===== config.mk =====
export PLATFORM = sky130hd
export DESIGN_NAME = output_frequency_limiter
export DESIGN_NICKNAME = d
export VERILOG_FILES = /design/src/design/freq_limit_pkg.sv /design/src/design/skip_band.sv /design/src/design/freq_clamp.sv /design/src/design/output_frequency_limiter.sv
export SDC_FILE = /design/constraint.sdc
export NUM_CORES = 1
export LEC_CHECK = 0
export BUFFER_PORTS_ARGS = -buffer_cell sky130_fd_sc_hd__buf_2
export CORE_UTILIZATION = 55
export DETAILED_ROUTE_END_ITERATION = 10
export GPL_ROUTABILITY_DRIVEN = 1
export HOLD_SLACK_MARGIN = 0.12
export MAX_ROUTING_LAYER = met4
export PLACE_DENSITY = 0.76
export RECOVER_POWER = 25
export SLEW_MARGIN = 5
export SYNTH_ARGS = -nofsm -noshare
export SYNTH_HDL_FRONTEND = slang
export SYNTH_HIERARCHICAL = 1
export SYNTH_SLANG_ARGS = --single-unit

===== constraint.sdc =====
create_clock -name clock -period 7 [get_ports clock]
set_clock_uncertainty 0.1 [all_clocks]
set_input_delay 1.4 -clock clock [delete_from_list [all_inputs] [get_ports clock]]
set_output_delay 1.4 -clock clock [all_outputs]
set_load 0.005 [all_outputs]

===== src/design/freq_limit_pkg.sv =====
// Shared constants and types for the output frequency limiter
package freq_limit_pkg;

  // Frequencies are carried in units of 0.1 Hz
  typedef logic [15:0] freq_t;
  typedef logic [3:0]  addr_t;

  localparam int    FREQ_W        = 16;
  localparam int    NUM_BANDS     = 3;
  localparam int    NUM_EDGES     = 6;

  // Frequency landmarks
  localparam freq_t FREQ_ZERO     = 16'h0000;  // 0 Hz
  localparam freq_t FREQ_50HZ     = 16'h01f4;  // 50 Hz, analog gain default ceiling
  localparam freq_t FREQ_120HZ    = 16'h04b0;  // 120 Hz
  localparam freq_t FREQ_400HZ    = 16'h0fa0;  // 400 Hz
  localparam freq_t SKIP_DISABLED = 16'h270f;  // Setting code 9999

  // Reset values
  localparam freq_t MAX_FREQ_RST  = FREQ_120HZ;
  localparam freq_t LOWER_RST     = FREQ_ZERO;
  localparam freq_t JOG_RST       = 16'h0032;  // 5 Hz
  localparam freq_t START_RST     = 16'h0005;  // 0.5 Hz
  localparam freq_t UGRS_RST      = 16'h0000;
  localparam freq_t SKIP_RST      = SKIP_DISABLED;

  // Register offsets
  localparam addr_t OFF_UPPER     = 4'h0;
  localparam addr_t OFF_LOWER     = 4'h1;
  localparam addr_t OFF_CEILING   = 4'h2;
  localparam addr_t OFF_JOG       = 4'h3;
  localparam addr_t OFF_START     = 4'h4;
  localparam addr_t OFF_UGRS      = 4'h5;
  localparam addr_t OFF_SKIP_BASE = 4'h6;  // Six edges at 0x6..0xb
  localparam addr_t OFF_STATUS    = 4'hc;
  localparam addr_t OFF_TARGET    = 4'hd;
  localparam addr_t OFF_RUNNING   = 4'he;

  // Status field positions
  localparam int    ST_UPPER      = 0;
  localparam int    ST_LOWER      = 1;
  localparam int    ST_SKIP       = 2;
  localparam int    ST_REJECT     = 3;
  localparam int    ST_JOG_PREC   = 4;

endpackage


===== src/design/skip_band.sv =====
// One skip band: detects a command inside the band and gives its jump point
`timescale 1ns/1ps
module skip_band
  import freq_limit_pkg::*;
(
  input  wire freq_t freq_in,
  input  wire freq_t edge_a,
  input  wire freq_t edge_b,
  output logic       hit,
  output freq_t      jump_point
);

  logic  enabled;
  freq_t band_lo;
  freq_t band_hi;

  // Band bounds in either order; either edge disabled kills the band
  assign enabled    = (edge_a != SKIP_DISABLED) && (edge_b != SKIP_DISABLED);
  assign band_lo    = (edge_a <= edge_b) ? edge_a : edge_b;
  assign band_hi    = (edge_a <= edge_b) ? edge_b : edge_a;
  assign hit        = enabled && (freq_in >= band_lo) && (freq_in <= band_hi);
  // Edge A is always the hold point, whether it is the low or high edge
  assign jump_point = edge_a;

endmodule // skip_band


===== src/design/freq_clamp.sv =====
// Lower and upper clamp with jog precedence over the lower limit
`timescale 1ns/1ps
module freq_clamp
  import freq_limit_pkg::*;
(
  input  wire freq_t  freq_in,
  input  wire freq_t  lower_limit,
  input  wire freq_t  upper_limit,
  input  wire logic   jog_mode,
  output freq_t       freq_out,
  output logic        at_upper,
  output logic        at_lower,
  output logic        jog_prec
);

  // Jog at or below the lower limit runs unraised
  assign jog_prec = jog_mode && (freq_in <= lower_limit);
  assign at_upper = freq_in > upper_limit;
  assign at_lower = !at_upper && !jog_prec && (freq_in < lower_limit);

  // Upper clamp first, then lower clamp unless jog takes precedence
  always_comb begin
    if (at_upper) begin
      freq_out = upper_limit;
    end else if (at_lower) begin
      freq_out = lower_limit;
    end else begin
      freq_out = freq_in;
    end
  end

endmodule // freq_clamp


===== src/design/output_frequency_limiter.sv =====
// Output frequency limiter: limits, skip bands, jog precedence and settings
//
// Contract
// (RULE_01) Command above the upper limit outputs the upper limit; range 0-120 Hz, reset 120.
// (RULE_02) Separate high-speed ceiling, 120-400 Hz, is the upper limit above 120 Hz.
// (RULE_03) Writing upper limit or high-speed ceiling copies the value into the other.
// (RULE_04) Set frequency below lower limit holds output at lower limit; 0-120 Hz, reset 0.
// (RULE_05) In jog, a jog setting at or below the lower limit is used unraised.
// (RULE_06) Start alone, lower limit above starting frequency, runs output to the lower limit.
// (RULE_07) Analog users must raise analog gain to exceed 50 Hz; limits alone do not.
// (RULE_08) Three skip bands, edges 0-400 Hz; code 9999 (reset value) disables an edge.
// (RULE_09) Command inside a skip band runs steadily at that band's A edge.
// (RULE_10) A low edge holds the low edge; A high edge holds the high edge.
// (RULE_11) Ramps pass through skip bands; avoidance applies only to the steady target.
// (RULE_12) Ceiling and skip edges are writable only when user group select is 0.
// (RULE_13) Skip mapping is applied first, then the limit clamps.
//
// Local design decisions: the plain strobed port and the placing of the registers.
`timescale 1ns/1ps
module output_frequency_limiter
  import freq_limit_pkg::*;
(
  input  wire logic   clock,
  input  wire logic   reset_n,
  input  wire logic   clk_en,
  input  wire addr_t  addr,
  input  wire freq_t  wr_data,
  input  wire logic   wr_en,
  input  wire logic   rd_en,
  output freq_t       rd_data,
  input  wire freq_t  freq_cmd,
  input  wire logic   start,
  input  wire logic   jog,
  input  wire logic   ramp_active,
  input  wire freq_t  ramp_freq,
  output freq_t       target_freq,
  output freq_t       running_freq,
  output logic        upper_clamped,
  output logic        lower_clamped,
  output logic        skip_engaged
);

  // Settings
  freq_t max_freq;
  freq_t lower_freq_limit;
  freq_t jog_freq_setting;
  freq_t starting_freq_setting;
  freq_t user_group_read_select;
  freq_t skip_band_edges [NUM_EDGES];

  // Status
  logic  write_rejected;
  logic  jog_prec_seen;

  // Write decode
  logic  sel_upper;
  logic  sel_lower;
  logic  sel_ceiling;
  logic  sel_jog;
  logic  sel_start;
  logic  sel_ugrs;
  logic  sel_status;
  logic  sel_skip;
  logic  group_open;
  logic  ok_upper;
  logic  ok_lower;
  logic  ok_ceiling;
  logic  ok_jog;
  logic  ok_start;
  logic  ok_skip;
  logic  mapped_setting;
  logic  accepted;
  logic  in_skip_range;
  addr_t skip_index;

  // Datapath
  freq_t source_freq;
  freq_t skipped_freq;
  logic  any_hit;
  logic  band_hit   [NUM_BANDS];
  freq_t band_point [NUM_BANDS];
  freq_t limited_target;
  freq_t limited_running;
  logic  tgt_upper;
  logic  tgt_lower;
  logic  tgt_jog_prec;
  logic  run_jog_prec;
  logic  start_only;
  freq_t next_target;
  freq_t next_rd_data;

  // Address decode for every setting; range decode for all but user group select
  assign group_open  = (user_group_read_select == FREQ_ZERO);
  assign sel_upper   = wr_en && (addr == OFF_UPPER);
  assign sel_lower   = wr_en && (addr == OFF_LOWER);
  assign sel_ceiling = wr_en && (addr == OFF_CEILING);
  assign sel_jog     = wr_en && (addr == OFF_JOG);
  assign sel_start   = wr_en && (addr == OFF_START);
  assign sel_ugrs    = wr_en && (addr == OFF_UGRS);
  assign sel_status  = wr_en && (addr == OFF_STATUS);
  assign sel_skip    = wr_en && in_skip_range;

  // Edge window shared by the write and the read decode
  assign in_skip_range = (addr >= OFF_SKIP_BASE) && (addr < 4'(OFF_SKIP_BASE + NUM_EDGES));
  assign skip_index    = addr - OFF_SKIP_BASE;

  // (RULE_01) Upper limit range
  assign ok_upper    = sel_upper && (wr_data <= FREQ_120HZ);
  // (RULE_04) Lower limit range
  assign ok_lower    = sel_lower && (wr_data <= FREQ_120HZ);
  // (RULE_02) Ceiling range, (RULE_12) group lock
  assign ok_ceiling  = sel_ceiling && group_open
                     && (wr_data >= FREQ_120HZ) && (wr_data <= FREQ_400HZ);
  assign ok_jog      = sel_jog && (wr_data <= FREQ_400HZ);
  assign ok_start    = sel_start && (wr_data <= FREQ_400HZ);
  // (RULE_08) Edge range or disable code, (RULE_12) group lock
  assign ok_skip     = sel_skip && group_open
                     && ((wr_data <= FREQ_400HZ) || (wr_data == SKIP_DISABLED));

  assign mapped_setting = sel_upper || sel_lower || sel_ceiling || sel_jog
                        || sel_start || sel_skip;
  assign accepted       = ok_upper || ok_lower || ok_ceiling || ok_jog
                        || ok_start || ok_skip || sel_ugrs;

  // (RULE_03) One shared store for upper limit and ceiling
  // Two registers could drift apart on a refused write; one cannot
  always_ff @(posedge clock or negedge reset_n) begin
    if (!reset_n) begin
      max_freq <= MAX_FREQ_RST;
    end else if (clk_en && (ok_upper || ok_ceiling)) begin
      max_freq <= wr_data;
    end
  end

  // Lower limit setting
  always_ff @(posedge clock or negedge reset_n) begin
    if (!reset_n) begin
      lower_freq_limit <= LOWER_RST;
    end else if (clk_en && ok_lower) begin
      lower_freq_limit <= wr_data;
    end
  end

  // Jog frequency setting
  always_ff @(posedge clock or negedge reset_n) begin
    if (!reset_n) begin
      jog_freq_setting <= JOG_RST;
    end else if (clk_en && ok_jog) begin
      jog_freq_setting <= wr_data;
    end
  end

  // Starting frequency setting
  always_ff @(posedge clock or negedge reset_n) begin
    if (!reset_n) begin
      starting_freq_setting <= START_RST;
    end else if (clk_en && ok_start) begin
      starting_freq_setting <= wr_data;
    end
  end

  // User group read selection, always writable
  always_ff @(posedge clock or negedge reset_n) begin
    if (!reset_n) begin
      user_group_read_select <= UGRS_RST;
    end else if (clk_en && sel_ugrs) begin
      user_group_read_select <= wr_data;
    end
  end

  // Skip band edges, one register per edge
  // Only in-range values or the disable code reach an edge register
  for (genvar e = 0; e < NUM_EDGES; e++) begin : g_edge
    // (RULE_08) Edges reset to disabled
    always_ff @(posedge clock or negedge reset_n) begin
      if (!reset_n) begin
        skip_band_edges[e] <= SKIP_RST;
      end else if (clk_en && ok_skip && (addr == 4'(OFF_SKIP_BASE + e))) begin
        skip_band_edges[e] <= wr_data;
      end
    end
  end

  // Sticky refused-write flag; a new refusal wins over a clear
  // Read-only and unmapped offsets drop writes without raising it
  always_ff @(posedge clock or negedge reset_n) begin
    if (!reset_n) begin
      write_rejected <= 1'b0;
    end else if (clk_en) begin
      if (mapped_setting && !accepted) begin
        write_rejected <= 1'b1;
      end else if (sel_status && wr_data[ST_REJECT]) begin
        write_rejected <= 1'b0;
      end
    end
  end

  // Command source: jog setting replaces the command during jog
  // The external command is ignored entirely while jogging
  assign source_freq = jog ? jog_freq_setting : freq_cmd;

  // One detector per band
  // Bands are matched in parallel; priority is settled below
  for (genvar b = 0; b < NUM_BANDS; b++) begin : g_band
    skip_band u_band (
      .freq_in    (source_freq),
      .edge_a     (skip_band_edges[2 * b]),
      .edge_b     (skip_band_edges[2 * b + 1]),
      .hit        (band_hit[b]),
      .jump_point (band_point[b])
    );
  end

  // First matching band wins; overlapping bands resolve by band number
  // Walking from the top band down leaves the lowest band's point
  always_comb begin
    skipped_freq = source_freq;
    any_hit      = 1'b0;
    for (int b = NUM_BANDS - 1; b >= 0; b--) begin
      if (band_hit[b]) begin
        // (RULE_09) Hold at A edge
        // (RULE_10) A low or high edge
        skipped_freq = band_point[b];
        any_hit      = 1'b1;
      end
    end
  end

  // (RULE_13) Clamp after skip mapping
  freq_clamp u_target_clamp (
    .freq_in     (skipped_freq),
    .lower_limit (lower_freq_limit),
    .upper_limit (max_freq),
    .jog_mode    (jog),
    .freq_out    (limited_target),
    .at_upper    (tgt_upper),
    .at_lower    (tgt_lower),
    .jog_prec    (tgt_jog_prec)
  );

  // (RULE_11) Ramp frequency is only clamped, never skipped
  freq_clamp u_running_clamp (
    .freq_in     (ramp_freq),
    .lower_limit (lower_freq_limit),
    .upper_limit (max_freq),
    .jog_mode    (jog),
    .freq_out    (limited_running),
    .at_upper    (),
    .at_lower    (),
    .jog_prec    (run_jog_prec)
  );

  // Start with no command present
  // A bare start with the lower limit at or below the starting setting must not run the drive
  assign start_only = start && !jog && (freq_cmd == FREQ_ZERO);

  // Steady target selection
  always_comb begin
    if (!start && !jog) begin
      next_target = FREQ_ZERO;
    end else if (start_only && (lower_freq_limit <= starting_freq_setting)) begin
      next_target = FREQ_ZERO;
    end else begin
      // (RULE_06) Start alone runs to lower limit
      // (RULE_04) Lower clamp
      // (RULE_05) Jog precedence
      // (RULE_01) Upper clamp
      // (RULE_02) Ceiling as upper limit
      next_target = limited_target;
    end
  end

  // Registered steady target and its flags
  // Flags are qualified by run so a stopped drive reports nothing
  always_ff @(posedge clock or negedge reset_n) begin
    if (!reset_n) begin
      target_freq   <= FREQ_ZERO;
      upper_clamped <= 1'b0;
      lower_clamped <= 1'b0;
      skip_engaged  <= 1'b0;
    end else if (clk_en) begin
      target_freq   <= next_target;
      upper_clamped <= (start || jog) && tgt_upper;
      lower_clamped <= (start || jog) && tgt_lower;
      // (RULE_11) Skip only reported for the steady target
      skip_engaged  <= (start || jog) && any_hit && !ramp_active;
    end
  end

  // Registered running frequency toward the modulator
  // Only clamped, so the ramp still crosses the bands it must
  always_ff @(posedge clock or negedge reset_n) begin
    if (!reset_n) begin
      running_freq <= FREQ_ZERO;
    end else if (clk_en) begin
      running_freq <= (start || jog || ramp_active) ? limited_running : FREQ_ZERO;
    end
  end

  // Jog precedence indicator
  always_ff @(posedge clock or negedge reset_n) begin
    if (!reset_n) begin
      jog_prec_seen <= 1'b0;
    end else if (clk_en) begin
      jog_prec_seen <= tgt_jog_prec || run_jog_prec;
    end
  end

  // Read multiplexer; unmapped offsets read zero
  always_comb begin
    next_rd_data = FREQ_ZERO;
    case (addr)
      OFF_UPPER:   next_rd_data = max_freq;
      OFF_CEILING: next_rd_data = max_freq;
      OFF_LOWER:   next_rd_data = lower_freq_limit;
      OFF_JOG:     next_rd_data = jog_freq_setting;
      OFF_START:   next_rd_data = starting_freq_setting;
      OFF_UGRS:    next_rd_data = user_group_read_select;
      OFF_STATUS: begin
        next_rd_data[ST_UPPER]    = upper_clamped;
        next_rd_data[ST_LOWER]    = lower_clamped;
        next_rd_data[ST_SKIP]     = skip_engaged;
        next_rd_data[ST_REJECT]   = write_rejected;
        next_rd_data[ST_JOG_PREC] = jog_prec_seen;
      end
      OFF_TARGET:  next_rd_data = target_freq;
      OFF_RUNNING: next_rd_data = running_freq;
      default: begin
        // Edge offsets fall through here; the rest read zero
        if (in_skip_range) begin
          next_rd_data = skip_band_edges[3'(skip_index)];
        end
      end
    endcase
  end

  // Read data stands in the enabled cycle after the strobe; clk_en low holds it longer
  always_ff @(posedge clock or negedge reset_n) begin
    if (!reset_n) begin
      rd_data <= FREQ_ZERO;
    end else if (clk_en) begin
      rd_data <= rd_en ? next_rd_data : FREQ_ZERO;
    end
  end

endmodule // output_frequency_limiter


Yosys cells after proc, flatten, opt, wreduce, memory -nomap -nowiden
Index checks and enable logic that the tools add are counted.
- flip-flop bits (word level): 229
- input port bits: 60
- output and inout bits: 51
- word-level logic and storage cells: 178
- bitwise gates (word level): 1
- order comparisons: 22
- eq/ne operators: 21
- $add $sub $neg: 1
- multiplexer cells: 29
- reductions and logical operators: 85
- operator list (cell ; number):
    $mux W16 ; 21
    $le A16 B16 Y1 ; 9
    $ne A16 B14 Y1 const B ; 6
    $pmux W11 S8 ; 1
    $logic_and A1 B1 Y1 ; 55
    $bmux W16 S3 ; 1
    $ge A16 B16 Y1 ; 3
    $pmux W5 S8 ; 1
    $gt A16 B16 Y1 ; 2
    $logic_not A16 Y1 ; 2
    $lt A16 B16 Y1 ; 2
    $eq A4 B4 Y1 const B ; 7
    $eq A16 B14 Y1 const B ; 1
    $eq A4 B3 Y1 const B ; 4
    $ge A16 B11 Y1 const B ; 1
    $le A16 B11 Y1 const B ; 1
    $le A16 B12 Y1 const B ; 1
    $logic_or A1 B1 Y1 ; 16
    $eq A4 B2 Y1 const B ; 2
    $logic_not A1 Y1 ; 8
    $mux W1 ; 5
    $eq A4 B1 Y1 const B ; 1
    $ge A4 B3 Y1 const B ; 1
    $ge A4 B4 Y1 const B ; 1
    7 further kinds ; 7

Longest topological paths before layout
Gate-level depths: netlist of run 1.
- word-level depth: 17
- mapped depth: 30
- gate-level depth less buffers: 26

Hierarchy
Netlist of run 1, hierarchy kept.
- by module, submodules not included (module ; times used ; area each (µm²) ; cells an instance):
    output_frequency_limiter ; 1 ; 11801.3 ; 1050
    skip_band at g_band[0].u_band ... ; 2 ; 1674.1 ; 200
    freq_clamp ; 2 ; 1183.6 ; 149
    skip_band at g_band[2].u_band ; 1 ; 1660.3 ; 198

Worst setup path after synthesis of run 1
No wires, ideal clock.
- path kind: input-to-reg
- from: input jog
- to: register target_freq[0]
- buffers on the path: 5
- stages on the path: 24
- arrival: 7.048 ns
- slack: -0.296 ns
- data required time: 6.752 ns
- path through: clkbuf_1 -> clkbuf_1 -> mux2_2 -> ha_1 -> nand4_1 -> nor4_1 -> or3_1 -> a21oi_1 -> nor4_1 -> clkbuf_1 -> clkbuf_1 -> mux2i_1 -> o21ai_0 -> mux2_2 -> ha_1 -> and4_1 -> and2_0 -> a22o_1 -> nor4_2 -> buf_6 -> mux2_2 -> mux2_2 -> nand2_1 -> o22ai_1
- RTL lines (item ; line ; text):
    start: declaration ; output_frequency_limiter.sv:33 ; input wire logic jog,
    end signal: assignment ; output_frequency_limiter.sv:282 ; target_freq <= next_target;
    end: declaration ; output_frequency_limiter.sv:36 ; output freq_t target_freq,

==> impl_metrics.ini, run 1 <==
[run_status]
outcome = finished with violations
violations = max-capacitance violations, max-slew violations, negative setup slack

[floorplan]
rows = 68
pin_count = 111
core_area_mm2 = 0.03446
die_h_um = 188.7
design.die.area_mm2 = 0.03561
start_util = 0.5564
die_x_um = 188.7

[pwr]
cellLeakagePower_uw = 0.009476
vdd_ir_drop_max_uv = 190.0
power.density_mw_per_mm2 = 182.5
finalPower_uw = 3886

[sta]
worst_pin_slew_ns = 3.167
maxSlewViolCount = 167
maxSlewHeadroom = -1.112
report.final.setup_viol = 15
layout_setup_ws_ns = -0.04996
hold_viol_final = 0
min_period_over_period = 1.007
fmaxAchievable_mhz = 141.8
period_minus_slack_ns = 7.050

[worst_setup_path]
slowest_delay_ns = 0.59
crit_start = skip_band_edges[13]
worstSetupPathType = reg -> reg
reg2reg_depth = 29
slowest_stage = dfstp_2
worstPathMaxFanout = 8
cp-start-kind = flip-flop
cp_data_arrival_time_ns = 7.39
rr_startpoint = skip_band_edges[13]
required_ns = 7.34
worst_setup_path_end_kind = flip-flop

[cts]
htree_levels = 1
insertion_delay_ns = 0.58
numCtsBuffers = 28
clkSinkCount = 229
tritoncts = yes
clock_path_buffers = 3
clk_pin_slew_ns = 0.07
cts_root_buf = clkbuf_16

[route]
routed_wl_um = 72590
drt_iter0_markers = 1841
wire_per_inst_um = 28.78
first_pass_iters = 8
routed-via-count = 16753
routed_via_density = 6.643
route.detailed.drc = 0
ant_nets = 0

[finish]
finalInstanceArea_mm2 = 0.02130
final_cells = 2522
drive_above_1_share = 0.2630
syn2layout_area_growth_pct = 11.11
final_nets = 2328

[place]
dp_hpwl_um = 53780
pre_cts_ws_ns = 0.1221
placed_cells = 2436
dpl-instance-area_mm2 = 0.01998
routabilityCongestion = 1.048
portBuffers = 110

[synth]
netlist_area_mm2 = 0.01917
avgSynthCellArea_um2 = 9.856
syn_nets = 2230
synth_warnings = 6
syn_inst = 1945

[global_route]
grt_pass1_wl_um = 105400
grt_remaining_overflow = 0
first_global_vias = 15859
grt_antenna_before_repair = 3
grt_max_degree = 118
track_usage = 0.4140

[worst_hold_path]
min_path_cells = 2
hold_class = reg -> reg
hold_start = starting_freq_setting[14]

[job]
maxCapViolations = 2
## worst max-delay path: cells and delay by family (launching register included)
family          cells  cell delay [ns]
simple gates        9             1.93
mux                 5             1.36
compound gates      6             1.14
fa+ha+maj           3             0.91
buf+inv             6             0.87
flops               1             0.59
## what timing repair did
action                     CTS  global route
resized for setup            0            30
setup endpoints to repair    0            17
buffers inserted             0            30
hold buffers                 0             0
## layer usage
metal	vias up	track usage	routed length, um
met5	-	-	0
met4	0	0.1641	3389
met3	205	0.08586	7990
met2	985	0.5895	30800
met1	8267	0.5720	30410
li1	7296	-	-
## sequential cells by signal (all words and copies together), names as in the netlist
register,flops
jog_freq_setting,16
jog_prec_seen,1
lower_clamped,1
lower_freq_limit,16
max_freq,16
rd_data,16
running_freq,16
skip_band_edges,96
skip_engaged,1
starting_freq_setting,16
target_freq,16
upper_clamped,1
user_group_read_select,16
write_rejected,1
## per-stage QoR
step	setup TNS (ns)	hold slack [ns]	util
floorplan	0	0.3493	-
global placement	0	0.4013	0.5798
detailed placement	0	0.4093	0.5798
CTS	0	0.4270	0.6086
global route	-3.691	0.4395	0.6181
finish	-0.3414	0.4294	0.6182
## power breakdown
group          internal (uW)  total [uW]  switching (uW)
clock                    965        1590             622
sequential              1380        1470            87.1
combinational            351         832             482
total                   2700        3890            1190
## area by class of cell
type                    count  area (um2)
repair buffers            208        1374
well taps                 455       569.3
clock inverters            11       160.2
fillers                  2950       13160
diodes                      2       5.005
clock buffers              41       830.8
inverters                 189       709.4
flip-flops and latches    229        5804
multi-input cells        1387       11850
## worst paths after layout
path,endpoint,slack (ns)
worst max-delay path,target_freq[0],-0.05
max in group asynchronous,skip_band_edges[63],1.51
worst max register to register,target_freq[0],-0.05
worst min register to register,starting_freq_setting[14],0.43
min in group asynchronous,starting_freq_setting[10],1.68
worst min-delay path,starting_freq_setting[14],0.43
## cell usage in the layout (no fill, tap or decap), types with 7 or more instances in the layout
master,count
a211oi_1,19
a21o_1,18
a21oi_1,96
a22oi_1,32
and2_1,23
and3_1,7
and4_1,8
buf_2,110
buf_4,85
clkbuf_1,7
clkbuf_16,30
dfrtp_1,170
dfstp_2,57
ha_1,225
inv_1,188
mux2_2,180
mux2i_1,177
mux4_2,16
nand2_1,123
nand2b_1,8
nand3_1,20
nand4_1,55
nor2_1,58
nor2b_1,29
nor3_1,13
nor4_1,18
o211ai_1,22
o21ai_0,74
o22ai_1,33
Note: power is estimated with default switching activity, not from simulation.
==> run 2: changes to the inputs <==
CORE_MARGIN = 5   (was not set)
RECOVER_POWER = 50   (was 25)
==> run 2 against run 1 <==
Net effect: the flow finishes with violations (max-capacitance violations, max-slew violations); register-to-register slack better by 0.14 ns; flip-flop and latch count is the same; utilization down 1.1 points; global-route usage decreased by 3.8 points; via count decreased by 0.38%; critical path type unchanged.
==> impl_metrics.ini, run 2 (synthesis results as in run 1) <==
[place]
portBuffers = 110
pre_cts_ws_ns = 0.1562
dp_hpwl_um = 54180
routabilityCongestion = 1.070

[sta]
maxSlewHeadroom = -2.188
maxSlewViolCount = 90
hold_ws_ns = 0.4369
hold_viol_final = 0
min_period_over_period = 0.9865
tns_ns = 0
period_minus_slack_ns = 6.905
report.final.setup_viol = 0
layout_setup_ws_ns = 0.09460
fmaxAchievable_mhz = 144.8
worst_pin_slew_ns = 4.782

[cts]
clock_path_buffers = 3
cts_root_buf = clkbuf_16
numCtsBuffers = 26
clkSinkCount = 229
htree_levels = 1
clk_pin_slew_ns = 0.07
tritoncts = yes
cts_hold_buf = 0
insertion_delay_ns = 0.58

[route]
route.detailed.drc = 0
ant_nets = 0
routed-via-count = 16689
routed_wl_um = 72690
drt_iter0_markers = 1912
routed_via_density = 6.708
first_pass_iters = 5
wire_per_inst_um = 29.22

[floorplan]
start_util = 0.5564
design.die.area_mm2 = 0.03869
rows = 68
core_area_mm2 = 0.03446
pin_count = 111
die_x_um = 196.7
die_h_um = 196.7

[worst_setup_path]
cp_data_arrival_time_ns = 7.24
cp-start-kind = flip-flop
worst_setup_path_end_kind = flip-flop
worstPathMaxFanout = 16
worstSetupPathType = reg -> reg
required_ns = 7.34

[finish]
regMostFlops = skip_band_edges
fillers = 2937
syn2layout_area_growth_pct = 9.190
drive_above_1_share = 0.2405
n_antenna_cell = 0
final_cell_mix = ha_1, inv_1, mux2_2
largest_reg_flops = 96
mostFrequentLayoutCell = ha_1
post-route-util = 0.6075
final_nets = 2298

[run_status]
outcome = finished with violations
violations = max-capacitance violations, max-slew violations

[global_route]
grt_pass1_wl_um = 106800
grt_antenna_before_repair = 1
first_global_vias = 16439
grt_max_degree = 90
grt_remaining_overflow = 0
track_usage = 0.3758

[pwr]
finalPower_uw = 3712
vdd_ir_drop_max_uv = 175.0
power.density_mw_per_mm2 = 177.3
cellLeakagePower_uw = 0.009170

[worst_hold_path]
hold_class = reg -> reg

[job]
maxCapViolations = 1
run 2: cell count changes in the layout (fill, tap and decap cells not counted), moves of 3 or more:
cell / change
buf_2: -28
buf_4: -24
clkbuf_1: +23
buf_6: -3
clkbuf_16: -3
clkbuf_8: +3
clkinv_4: +3
o21ai_0: +3
o21ai_1: -3
run 2: final timing paths:
kind	start	to	slack, ns	cells past startpoint
setup / recovery	skip_band_edges[20]	target_freq[1]	0.09	27
hold / removal	rd_data[4]	rd_data[4]	0.44	2
max in group asynchronous	reset_n	rd_data[7]	1.17	2
min in group asynchronous	reset_n	skip_band_edges[87]	2.46	1
hold reg to reg	rd_data[4]	rd_data[4]	0.44	2
setup reg to reg	skip_band_edges[20]	target_freq[1]	0.09	27
run 2: worst max-delay path, stage by stage, from the launching register on:
cell,delay [ns]
dfrtp_1,0.53
ha_1,0.37
nand4_1,0.18
a2111o_1,0.47
a31oi_4,0.24
buf_4,0.17
clkbuf_16,0.19
mux2i_2,0.25
ha_1,0.20
nand4_1,0.13
nor4_2,0.35
or3_1,0.16
a21oi_1,0.05
nor4_2,0.34
buf_4,0.23
mux2i_1,0.21
o21ai_0,0.12
mux2_2,0.32
ha_1,0.32
and4_1,0.23
and2_0,0.15
a22o_1,0.24
nor4_4,0.41
buf_6,0.23
mux2i_1,0.27
mux2i_1,0.13
nand2_1,0.10
o22ai_1,0.08
run 2: layer usage:
metal,vias up,share of wire,GRT usage
met3,237,0.11,0.08598
met1,8272,0.41,0.5138
met2,963,0.42,0.5402
met4,0,0.053,0.1561
met5,-,0,-
li1,7217,-,-
run 2: final cells by class:
type | count | area [um2] | area share
repair buffers | 180 | 1111 | 0.05308
well taps | 455 | 569.3 | 0.02720
inverters | 189 | 709.4 | 0.03389
multi-input cells | 1387 | 11830 | 0.5650
flip-flops and latches | 229 | 5807 | 0.2774
clock buffers | 37 | 782.0 | 0.03736
clock inverters | 11 | 127.6 | 0.006097
run 2: timing repair:
item,in CTS,in global routing
setup buffers,0,16
resized for setup,0,20
endpoints found under the setup margin,0,16
run 2: power breakdown:
| group | total, uW | internal [uW] | switching, uW |
|---|---|---|---|
| clock network | 1450 | 852 | 602 |
| logic | 787 | 324 | 463 |
| registers | 1470 | 1380 | 90.5 |
| total | 3710 | 2560 | 1160 |
run 2: metrics by stage:
step	std cells	cell area (um2)
CTS	2469	20760
global route	2488	20930
detailed placement	2421	19850
finish	2488	20930
floorplan	1945	19170
global placement	2421	19850
